### src/hhdlw_defs.svh
// offsets, field positions, reset values and counts for the display line
// writer; assumes an AXI4-Lite slave with 32-bit data and byte addressing
`ifndef HHDLW_DEFS_SVH
`define HHDLW_DEFS_SVH

`define HHDLW_ADDR_W 8
`define HHDLW_CTRL_OFF 8'h00
`define HHDLW_CHAR0_OFF 8'h04
`define HHDLW_CHAR3_OFF 8'h10
`define HHDLW_STAT_OFF 8'h14

`define HHDLW_SEL_LSB 0
`define HHDLW_SEL_MSB 1
`define HHDLW_REQ_BIT 7
`define HHDLW_ACK_BIT 7
`define HHDLW_BUSY_BIT 0
`define HHDLW_LAST_LSB 2
`define HHDLW_LAST_MSB 3

`define HHDLW_CHARS 16
`define HHDLW_CHAR_WORDS 4
`define HHDLW_LAST_COL 4'hF
`define HHDLW_STD_LO 8'h20
`define HHDLW_STD_HI 8'h7F
`define HHDLW_SPC_LO 8'hA0
`define HHDLW_BLANK 8'h20
`define HHDLW_CTRL_RST 8'h00

`define HHDLW_RESP_OKAY 2'h0
`define HHDLW_RESP_SLVERR 2'h2

`endif

### src/hhdlw_pkg.sv
// types shared by the display line writer modules
// assumes hhdlw_defs.svh supplies the numeric constants
package hhdlw_pkg;

  typedef enum logic [1:0] {
    HHDLW_CLS_STD,
    HHDLW_CLS_SPC,
    HHDLW_CLS_BAD
  } hhdlw_cls_t;

  typedef enum logic [1:0] {
    HHDLW_IDLE,
    HHDLW_WRITE,
    HHDLW_ACKED
  } hhdlw_state_t;

  // one character write toward the display panel
  typedef struct packed {
    logic we;
    logic [1:0] line;
    logic [3:0] col;
    logic [7:0] code;
    logic special;
  } hhdlw_disp_t;

endpackage : hhdlw_pkg

### src/hhdlw_top.sv
// display line writer: AXI4-Lite register front end and line write engine
// assumes one 25 MHz clock and a display panel that takes one char a cycle
//
// Behaviour
// [RQ1] bits 1:0 of control byte pick display line one to four
// [RQ2] at most sixteen characters are taken and shown per line write
// [RQ3] character bytes m+4..m+19 map rightmost to leftmost position
// [RQ4] software selects line, loads chars, sets request, waits, clears
// [RQ5] on request the line is written, then acknowledge bit 7 rises
// [RQ6] software drops its request after it sees the acknowledge
// [RQ7] withdrawn request clears acknowledge, readying the next line write
// [RQ8] codes 20H to 7FH are shown as standard characters
// [RQ9] codes A0H to FFH are shown as special characters
// [RQ10] software keeps selection and chars stable while request is up
//
// Decided for this implementation: register access over AXI4-Lite and the register offsets.
`timescale 1ns/10ps
`default_nettype none
`include "hhdlw_defs.svh"

module hhdlw_top
  import hhdlw_pkg::*;
(
  input wire logic core_clk,
  input wire logic rst,
  input wire logic [`HHDLW_ADDR_W-1:0] s_axi_awaddr,
  input wire logic s_axi_awvalid,
  output logic s_axi_awready,
  input wire logic [31:0] s_axi_wdata,
  input wire logic [3:0] s_axi_wstrb,
  input wire logic s_axi_wvalid,
  output logic s_axi_wready,
  output logic [1:0] s_axi_bresp,
  output logic s_axi_bvalid,
  input wire logic s_axi_bready,
  input wire logic [`HHDLW_ADDR_W-1:0] s_axi_araddr,
  input wire logic s_axi_arvalid,
  output logic s_axi_arready,
  output logic [31:0] s_axi_rdata,
  output logic [1:0] s_axi_rresp,
  output logic s_axi_rvalid,
  input wire logic s_axi_rready,
  output hhdlw_disp_t disp
);

  // register state
  logic [7:0] ctrl_r;
  logic [7:0] chars_r [`HHDLW_CHARS];
  logic ack_r;
  logic [1:0] last_line_r;
  hhdlw_state_t state_r;
  logic [3:0] col_r;
  logic [1:0] line_r;

  // write channel holding
  logic aw_full_r;
  logic w_full_r;
  logic [`HHDLW_ADDR_W-1:0] aw_addr_r;
  logic [31:0] w_data_r;
  logic [3:0] w_strb_r;

  wire logic aw_take;
  wire logic w_take;
  wire logic b_done;
  wire logic do_write;
  wire logic [`HHDLW_ADDR_W-1:0] wr_word;
  wire logic wr_ctrl;
  wire logic wr_char;
  wire logic wr_stat;
  wire logic [1:0] wr_char_idx;
  wire logic wr_mapped;
  wire logic [7:0] wr_sub;
  wire logic [7:0] ctrl_nxt;

  assign aw_take = s_axi_awvalid && s_axi_awready;
  assign w_take = s_axi_wvalid && s_axi_wready;
  assign b_done = s_axi_bvalid && s_axi_bready;
  assign do_write = aw_full_r && w_full_r && !s_axi_bvalid;
  assign wr_word = {aw_addr_r[`HHDLW_ADDR_W-1:2], 2'b00};
  assign wr_ctrl = (wr_word == `HHDLW_CTRL_OFF);
  assign wr_char = (wr_word >= `HHDLW_CHAR0_OFF) &&
                   (wr_word <= `HHDLW_CHAR3_OFF);
  assign wr_stat = (wr_word == `HHDLW_STAT_OFF);
  assign wr_mapped = wr_ctrl || wr_char || wr_stat;
  assign wr_sub = wr_word - `HHDLW_CHAR0_OFF;
  assign wr_char_idx = wr_sub[3:2];
  assign ctrl_nxt = w_strb_r[0] ? w_data_r[7:0] : ctrl_r;

  always_ff @(posedge core_clk or posedge rst) begin
    if (rst) begin
      s_axi_awready <= 1'b1;
      aw_full_r <= 1'b0;
      aw_addr_r <= '0;
    end else if (aw_take) begin
      s_axi_awready <= 1'b0;
      aw_full_r <= 1'b1;
      aw_addr_r <= s_axi_awaddr;
    end else if (b_done) begin
      s_axi_awready <= 1'b1;
      aw_full_r <= 1'b0;
    end
  end

  always_ff @(posedge core_clk or posedge rst) begin
    if (rst) begin
      s_axi_wready <= 1'b1;
      w_full_r <= 1'b0;
      w_data_r <= '0;
      w_strb_r <= '0;
    end else if (w_take) begin
      s_axi_wready <= 1'b0;
      w_full_r <= 1'b1;
      w_data_r <= s_axi_wdata;
      w_strb_r <= s_axi_wstrb;
    end else if (b_done) begin
      s_axi_wready <= 1'b1;
      w_full_r <= 1'b0;
    end
  end

  // status is read only: a write there is accepted and ignored
  always_ff @(posedge core_clk or posedge rst) begin
    if (rst) begin
      s_axi_bvalid <= 1'b0;
      s_axi_bresp <= `HHDLW_RESP_OKAY;
    end else if (do_write) begin
      s_axi_bvalid <= 1'b1;
      s_axi_bresp <= wr_mapped ? `HHDLW_RESP_OKAY : `HHDLW_RESP_SLVERR;
    end else if (b_done) begin
      s_axi_bvalid <= 1'b0;
    end
  end

  always_ff @(posedge core_clk or posedge rst) begin
    if (rst) begin
      ctrl_r <= `HHDLW_CTRL_RST;
    end else if (do_write && wr_ctrl) begin
      ctrl_r <= ctrl_nxt; // [RQ1]
    end
  end

  // byte j of char word k is position 4k+j; position 0 is rightmost
  genvar gk, gj;
  generate
    for (gk = 0; gk < `HHDLW_CHAR_WORDS; gk++) begin : g_word
      for (gj = 0; gj < 4; gj++) begin : g_byte
        always_ff @(posedge core_clk or posedge rst) begin
          if (rst) begin
            chars_r[gk*4+gj] <= `HHDLW_BLANK;
          end else if (do_write && wr_char && (wr_char_idx == gk) &&
                       w_strb_r[gj]) begin
            chars_r[gk*4+gj] <= w_data_r[gj*8 +: 8]; // [RQ3]
          end
        end
      end
    end
  endgenerate

  // line write engine
  wire logic req;
  hhdlw_cls_t cur_cls;
  wire logic [7:0] cur_code;

  assign req = ctrl_r[`HHDLW_REQ_BIT];

  // chars are read live during the write; software keeps them still
  hhdlw_char_class u_class (
    .code_in(chars_r[col_r]), // [RQ10]
    .cls(cur_cls),
    .code_out(cur_code)
  );

  always_ff @(posedge core_clk or posedge rst) begin
    if (rst) begin
      state_r <= HHDLW_IDLE;
      col_r <= '0;
      line_r <= '0;
      last_line_r <= '0;
      ack_r <= 1'b0;
      disp <= '0;
    end else begin
      disp.we <= 1'b0;
      unique case (state_r)
        HHDLW_IDLE: begin
          if (req) begin
            state_r <= HHDLW_WRITE;
            line_r <= ctrl_r[`HHDLW_SEL_MSB:`HHDLW_SEL_LSB]; // [RQ1]
            col_r <= '0;
          end
        end
        HHDLW_WRITE: begin
          disp.we <= 1'b1;
          disp.line <= line_r;
          disp.col <= col_r; // [RQ3]
          disp.code <= cur_code;
          disp.special <= (cur_cls == HHDLW_CLS_SPC); // [RQ9]
          col_r <= col_r + 4'h1;
          // stop after the sixteenth position, never wrap to a 17th
          if (col_r == `HHDLW_LAST_COL) begin // [RQ2]
            state_r <= HHDLW_ACKED;
            ack_r <= 1'b1; // [RQ5]
            last_line_r <= line_r;
          end
        end
        HHDLW_ACKED: begin
          if (!req) begin // [RQ6]
            ack_r <= 1'b0; // [RQ7]
            state_r <= HHDLW_IDLE;
          end
        end
        // the spare state code would otherwise lock the engine up
        default: begin
          state_r <= HHDLW_IDLE;
        end
      endcase
    end
  end

  // read channel: answer one cycle after the address is taken
  wire logic ar_take;
  wire logic [`HHDLW_ADDR_W-1:0] rd_word;
  wire logic [7:0] rd_sub;
  wire logic rd_char;
  wire logic [1:0] rd_char_idx;
  wire logic [31:0] stat_word;
  wire logic [31:0] char_word;
  wire logic [31:0] rd_data;
  wire logic rd_mapped;

  assign ar_take = s_axi_arvalid && s_axi_arready;
  assign rd_word = {s_axi_araddr[`HHDLW_ADDR_W-1:2], 2'b00};
  assign rd_sub = rd_word - `HHDLW_CHAR0_OFF;
  assign rd_char_idx = rd_sub[3:2];
  assign rd_char = (rd_word >= `HHDLW_CHAR0_OFF) &&
                   (rd_word <= `HHDLW_CHAR3_OFF);
  assign char_word = {chars_r[{rd_char_idx, 2'd3}],
                      chars_r[{rd_char_idx, 2'd2}],
                      chars_r[{rd_char_idx, 2'd1}],
                      chars_r[{rd_char_idx, 2'd0}]};
  assign stat_word = (32'(ack_r) << `HHDLW_ACK_BIT) |
                     (32'(state_r != HHDLW_IDLE) << `HHDLW_BUSY_BIT) |
                     (32'(last_line_r) << `HHDLW_LAST_LSB);
  assign rd_mapped = (rd_word == `HHDLW_CTRL_OFF) || rd_char ||
                     (rd_word == `HHDLW_STAT_OFF);
  assign rd_data = (rd_word == `HHDLW_CTRL_OFF) ? {24'h000000, ctrl_r} :
                   rd_char ? char_word :
                   (rd_word == `HHDLW_STAT_OFF) ? stat_word : 32'h00000000;

  always_ff @(posedge core_clk or posedge rst) begin
    if (rst) begin
      s_axi_arready <= 1'b1;
      s_axi_rvalid <= 1'b0;
      s_axi_rdata <= '0;
      s_axi_rresp <= `HHDLW_RESP_OKAY;
    end else if (ar_take) begin
      s_axi_arready <= 1'b0;
      s_axi_rvalid <= 1'b1;
      s_axi_rdata <= rd_data;
      s_axi_rresp <= rd_mapped ? `HHDLW_RESP_OKAY : `HHDLW_RESP_SLVERR;
    end else if (s_axi_rvalid && s_axi_rready) begin
      s_axi_rvalid <= 1'b0;
      s_axi_arready <= 1'b1;
    end
  end

endmodule : hhdlw_top
`default_nettype wire

### src/hhdlw_char_class.sv
// classifies one character code into standard, special or undisplayable
// assumes a byte from the same clock domain; purely combinational
`timescale 1ns/10ps
`default_nettype none
`include "hhdlw_defs.svh"

module hhdlw_char_class
  import hhdlw_pkg::*;
(
  input wire logic [7:0] code_in,
  output hhdlw_cls_t cls,
  output logic [7:0] code_out
);

  wire logic is_std;
  wire logic is_spc;

  assign is_std = (code_in >= `HHDLW_STD_LO) && (code_in <= `HHDLW_STD_HI); // [RQ8]
  assign is_spc = (code_in >= `HHDLW_SPC_LO); // [RQ9]
  assign cls = is_std ? HHDLW_CLS_STD :
               (is_spc ? HHDLW_CLS_SPC : HHDLW_CLS_BAD);
  // codes outside both ranges have no glyph, so they show as a blank
  assign code_out = (is_std || is_spc) ? code_in : `HHDLW_BLANK;

endmodule : hhdlw_char_class
`default_nettype wire

### config.mk
export PLATFORM = sky130hd
export DESIGN_NAME = hhdlw_top
export DESIGN_NICKNAME = d
export VERILOG_FILES = /design/src/hhdlw_pkg.sv /design/src/hhdlw_top.sv /design/src/hhdlw_char_class.sv
export VERILOG_INCLUDE_DIRS = /design/src /design/src/src
export SDC_FILE = /design/constraint.sdc
export NUM_CORES = 1
export LEC_CHECK = 0
export ABC_AREA = 1
export BUFFER_PORTS_ARGS = -buffer_cell sky130_fd_sc_hd__clkbuf_2
export CAP_MARGIN = 20
export CORE_MARGIN = 2
export CORE_UTILIZATION = 54
export CTS_CLUSTER_DIAMETER = 100
export DETAILED_ROUTE_END_ITERATION = 12
export PLACE_DENSITY_LB_ADDON = 0.15
export SKIP_CTS_REPAIR_TIMING = 1
export SKIP_LAST_GASP = 1
export SLEW_MARGIN = 20
export SYNTH_ARGS = -nofsm -noshare
export SYNTH_HDL_FRONTEND = slang
export SYNTH_HIERARCHICAL = 1
export SYNTH_SLANG_ARGS = --single-unit
### constraint.sdc
create_clock -name core_clk -period 7.32 [get_ports core_clk]
set_input_delay 0.732 -clock core_clk [delete_from_list [all_inputs] [get_ports core_clk]]
set_output_delay 0.732 -clock core_clk [all_outputs]
set_load 0.005 [all_outputs]
Yosys cells after proc, flatten, opt, wreduce, memory -nomap -nowiden
Index checks and enable logic that the tools add are counted.

word-level totals
  flip-flop bits (word level) = 250
  memory bits (read-only) = 0
  word-level logic and storage cells = 173
  bits of input ports = 59
  output and inout bits = 57
  bits in writable memories = 0
  memories kept = 0
  bits in latches = 0

operators by class
  bitwise operators = 7
  shift operators = 0
  reductions and logical operators = 55
  muxes and demuxes = 44
  add/sub/neg operators = 3
  divide/modulo/power cells = 0
  magnitude comparators = 12
  multipliers = 0
  eq/ne operators = 12

operator list
  operator               number
  $bmux W8 S4            5
  $mux W8                12
  $mux W32               2
  $logic_and A1 B1 Y1    32
  $ge A5 B5 Y1 const B   5
  $not A4 Y5             5
  $ge A8 B3 Y1 const B   2
  $le A8 B5 Y1 const B   2
  $logic_not A8 Y1       2
  $mux W16               1
  $mux W2                7
  $reduce_bool A2 Y1     7
  $mux W1                13
  $eq A6 B3 Y1 const B   2
  $ge A8 B6 Y1 const B   1
  $ge A8 B8 Y1 const B   1
  $le A8 B7 Y1 const B   1
  $or A8 B1 Y8           1
  $or A8 B4 Y8           1
  $pmux W4 S2            1
  $reduce_and A2 Y1      4
  $sub A4 B3 Y4 const B  2
  $eq A2 B1 Y1 const B   3
  $eq A2 B2 Y1 const B   3
  other kinds (10)       18

Logic depth before layout (Yosys ltp)
  depth after elaboration = 9
  gate-level depth with buffers = 13
  gate-level depth less buffers = 11

Modules after synthesis
Netlist, hierarchy kept.

modules (own cells, without submodules)
  module            area an instance (µm²)  cells an instance  seq. area each (µm²)  times used
  hhdlw_top         11597.4                 1401               6179.7                1
  hhdlw_char_class  75.1                    16                 0.0                   1

Least setup slack after synthesis
No wires, ideal clock.

  path kind = input to register
  start = in s_axi_araddr[2]
  end = reg s_axi_rdata[12]
  setup time = 117 ps
  required time = 7203 ps
  buffers on the path = 3
  data arrival time = 2446 ps
  setup slack = 4757 ps
  stages = 12
  path through = clkbuf_1 > clkinv_1 > clkbuf_1 > ha_1 > inv_1 > nor2_1 > nand2_1 > nand2_1 > nor2_1 > buf_2 > nand2_1 > nand2_1

between the ends
  cells in the longest elaborated chain, start to end = 7
  elaborated cells on any way between the ends = 11
  classes of those cells = add/sub: 1; order compare: 2; mux: 5; bitwise: 1; reduce/logical: 2

RTL lines
  item                                         RTL line          text
  start: declaration                           hhdlw_top.sv:36   input wire logic [`HHDLW_ADDR_W-1:0] s_axi_araddr,
  $sub A4 B3 Y4 (no line)                      --
  $not A4 Y5 (not written as such)             hhdlw_top.sv:238  chars_r[{rd_char_idx, 2'd1}],
  $bmux W8 S4                                  hhdlw_top.sv:238
  $mux W8 (not written as such) (2 in series)  hhdlw_top.sv:238
  $mux W32                                     hhdlw_top.sv:246  rd_char ? char_word :
  $mux W32 *                                   hhdlw_top.sv:245  assign rd_data = (rd_word == `HHDLW_CTRL_OFF) ? {24'h000000, ctrl_r} :
  end signal: assignment                       hhdlw_top.sv:258  s_axi_rdata <= rd_data;
  end: declaration                             hhdlw_top.sv:39   output logic [31:0] s_axi_rdata,

Every way passes the cells marked *; elsewhere a longest branch is shown, timed or not. The select of a mux whose other input is x is not followed.
A chain may end at the register's enable or synchronous reset.

Final worst setup path
  start = in s_axi_araddr[2]
  end = reg s_axi_rdata[30]

between the ends
  cells in the longest elaborated chain, start to end = 7
  elaborated cells on any way between the ends = 11
  classes of those cells = add/sub: 1; order compare: 2; mux: 5; bitwise: 1; reduce/logical: 2

RTL lines
  item                                         RTL line          text
  $sub A4 B3 Y4 (no line)                      --
  $not A4 Y5 (not written as such)             hhdlw_top.sv:236  assign char_word = {chars_r[{rd_char_idx, 2'd3}],
  $bmux W8 S4                                  hhdlw_top.sv:236
  $mux W8 (not written as such) (2 in series)  hhdlw_top.sv:236
  $mux W32                                     hhdlw_top.sv:246
  $mux W32 *                                   hhdlw_top.sv:245

Marks and branches as above.

==> results <==
- The number of antenna violations at the first check in global routing is 0.
- After synthesis, flip-flops and latches occupy around 53% of the total area.
- For this design the ratio of total power to cell area is about 380 mW/mm2.
- The reg-to-reg critical path endpoint is disp[0]$_DFFE_PP0P_.
- The filler cell count is 1,884.
- Based on the critical path, the design can be clocked at up to approximately 0.32 GHz.
- The finished cells cover approximately 0.013 mm2.
- The switching power share of the total is a little under two fifths.
- The chip height is roughly 150 um.
- In this run, synthesis inferred 0 flip-flops with an integrated enable.
- The die is approximately 150 um wide.
- The reg-to-reg startpoint is col_r[1]$_DFFE_PP0P_.
- Total power for the finished layout comes to approximately 5.0 mW.
- The worst-path maximum fanout is 70.
- The number of pins exceeding their max-slew limit in the final report is 0.
- The area share of the largest cell type after synthesis is between 40% and 50%.
- In this run the standard cell core region covers 0.02109 mm2.
- By area the synthesized netlist is led by dfrtp_1, nand2_1, o21ai_0.
- The total detailed-routing wirelength is roughly 31,000 um.
- Sequential cells burn a little over two fifths of the power.
- Across all register-to-register paths, the minimum setup slack is between 4 and 5 ns.
- The repair_antennas step left the layout with diodes totalling 0.
- The worst clock skew is approximately 0.0077 ns.
- The DRC violation count after routing is 0.
- Dividing the final minimum period by the clock period gives between 40% and 50%.
- The fraction of layout instances using a drive strength above 1 is 13.77%.
- Measured against its own limit, the worst slew margin works out to 32.03%.
- Once detailed placement completed, the half-perimeter wirelength came to just over 20,000 um.
- The async set-or-reset flop fraction in the synthesized netlist is 100.0%.
- For the worst setup path, the data arrival time is 3.59 ns.
- For the pin with the worst max-slew slack, the measured transition is between 1 and 1.5 ns.
- For the worst-skew pair, the clock arrives at the later sink with an insertion delay of 0.53 ns.
- Counting distinct cell types in the post-synthesis netlist gives 32.
- After clock tree synthesis, the clock-pin slew on the worst setup and hold paths is roughly 0.060 ns.
- The number of top-level pins is approximately 120.
- In the final layout, the multi-input gates occupy between 0.004 and 0.005 mm2.
- The clock passes through at most 3 buffers.
- The time the worst path needs with I/O delays and setup is between 3 and 4 ns.
- The internal power consumption is ~3.1 mW.
- For this block, the initial DRC count from the detailed router was roughly 1,100.
- nand2_1 is the most common cell in the netlist.
- In this run the mean area of a mapped cell was a little over 8 um2.
- The H-tree level count is 1.
- The largest total area in the synthesized netlist belongs to dfrtp_1.
- The footprint of the flip-flops and latches is slightly above 0.006 mm2.
- Setup repair after global routing left no endpoint under its margin.
- The final-report hold violation count is 0.
- The count of buffers added on input and output ports is 109.
- The via count of the first global-routing pass is between 9,000 and 10,000.
- The number of search-and-repair iterations in the first detailed-routing pass is 7.
- The final count of negative-setup-slack endpoints is 0.
- The number of clock sinks is between 200 and 250.
- After routing, the total negative slack on setup checks comes to 0 ns.
- The cell count after placement is 1,729.
- Buffers inserted during clock tree synthesis total 27.
- The last weighted congestion value of the routability-driven placer is 0.8600.
- VDD sags by at most 0.2326 mV.
- The synthesized netlist occupies a cell area of ~0.012 mm2.
- The worst setup path category is input pin to register.
- Measured on the finished design, the core utilization comes to just over 60%.
- The antenna violation net count after detailed routing is 0.
- The switching power is 1.903 mW.
- The total of warnings raised by yosys is 6.
- Across the run, the number of max-cap violations was 0.
- The CTS tree is done.
- The total global routing overflow is 0.
- The die outline area is around 0.023 mm2.
- The total of flip-flops plus latches after synthesis is 246.
- The area growth from synthesis to layout is 12.27%.
- Among all flip-flop cells after synthesis, the most frequent one is dfrtp_1.
- The number of standard-cell rows in the floorplan is 53.
- The net count of the finished layout is ~1,500.
- The placement-stage cell area is between 0.01 and 0.015 mm2.
- The first-pass GRT wire length is ~49,000 um.
- For this configuration, the core starts out at a cell density of between 50% and 60%.
- STA puts the critical path data required time at around 7.8 ns.
- The endpoint kind of the worst setup timing path is a register.
- The commonest cells after synthesis are nand2_1, o21ai_0, dfrtp_1.
- The detail-routed via count per cell is ~5.6.
- The clock network accounts for a little over a quarter of the total power.
- Dividing the detail-routed wire length by the instance count gives around 18 um.
- Entering global routing, the biggest net connects 147 pins.
- Global routing used approximately 28% of the available tracks across all layers.
- The cell chosen for the clock root is clkbuf_16.
- The final non-filler cell total is 1,778.
- STA classifies the critical path startpoint as an input pin.
- The flow ran to the end, and the final reports show no timing, DRC or antenna violations.
- The post-synthesis cell count is about 1,400.
- The total leakage power is roughly 6.3 nW.
- The via count of the routed design is ~10,000.
- The combinational share of power is a little under a third.
- The worst reg2reg path depth is 9.
- The tightest min-delay check is of the input pin to async pin type.
==> how the worst max path moves through the flow <==
stage / from / to / slack, ns / cells past startpoint
floorplan: rst / ack_r$_DFFE_PP0P_ / 3.37 / 1
global placement: s_axi_araddr[2] / s_axi_rdata[30]$_DFFE_PP0P_ / 3.43 / 10
detailed placement: s_axi_araddr[2] / s_axi_rdata[30]$_DFFE_PP0P_ / 3.35 / 10
CTS: s_axi_araddr[2] / s_axi_rdata[30]$_DFFE_PP0P_ / 3.89 / 10
global route: s_axi_araddr[2] / s_axi_rdata[30]$_DFFE_PP0P_ / 4.02 / 10
finish: s_axi_araddr[2] / s_axi_rdata[30]$_DFFE_PP0P_ / 4.19 / 10
==> stage by stage <==
step | hold slack [ns] | setup slack [ns]
final | 0.2650 | 4.193
after global routing | 0.3160 | 4.017
after CTS | 0.2828 | 3.886
after detailed placement | 0.4615 | 3.347
after global placement | 0.4561 | 3.429
after floorplan | 0.4425 | 3.372
==> cell usage in the layout, fill, tap and decap left out, drive strengths merged <==
cell and instances:
dfstp 19, or2 1, clkbuf 146, nand4 1
o21ai 268, conb 2, bufinv 2, mux2 6
ha 4, nand3b 1, a31oi 6, o22a 3
inv 97, nand2 354, buf 10, nand3 59
o21a 2, a21oi 67, dfrtp 227, o211ai 46
o22ai 16, nor3 1, nor2 149, clkinv 15
clkinvlp 1
==> flip-flops by register name, summed over array words and instances (netlist names), 2 cells and up <==
name	flops
ctrl_r	8
state_r	2
w_data_r	32
disp	16
last_line_r	2
col_r	4
w_strb_r	4
aw_addr_r	6
line_r	2
chars_r	128
s_axi_rdata	32
==> worst max-delay path: stages <==
cell and delay [ns]:
clkbuf_2 0.08, buf_4 0.55, clkinv_1 0.21, ha_1 0.33, buf_4 0.26, inv_2 0.54, o21ai_0 0.18, o21ai_0 0.47
nand2_1 0.10, nand2_1 0.09
==> logic make-up after synthesis <==
family          count (synthesis)  share of synthesized area, %
buf+inv                       186                         6.935
mux                             6                        0.5788
other cells                     1                       0.03213
fa+ha+maj                       4                        0.4288
simple gates                  566                         20.23
compound gates                408                         18.86
flops                         246                         52.94
==> layer usage <==
metal | track usage, % | vias to the layer above | share of wire (%)
met1 | 41.92 | 4693 | 45
met3 | 4.006 | 72 | 8.7
met4 | 7.383 | 0 | 2.9
met2 | 42.27 | 460 | 44
met5 | 0 | - | 0
li1 | - | 4810 | -
==> area by class of cell <==
cell class	instances	share of cell area, %
well taps	275	2.626
clock inverters	12	0.8688
multi-input cells	986	35.78
flip-flops and latches	246	47.16
inverters	103	2.979
clock buffers	37	5.748
repair buffers	119	4.831
==> power by group through the flow <==
stage | Clock (mW) | Combinational, mW | Sequential, mW
finish | 1.32 | 1.57 | 2.08
global route | 1.41 | 1.78 | 2.13
CTS | 1.34 | 1.56 | 2.07
detailed placement | 0 | 1.55 | 2.09
global placement | 0 | 1.51 | 2.08
floorplan | 0 | 1.11 | 2.00
(Power assumes the default switching activity.)
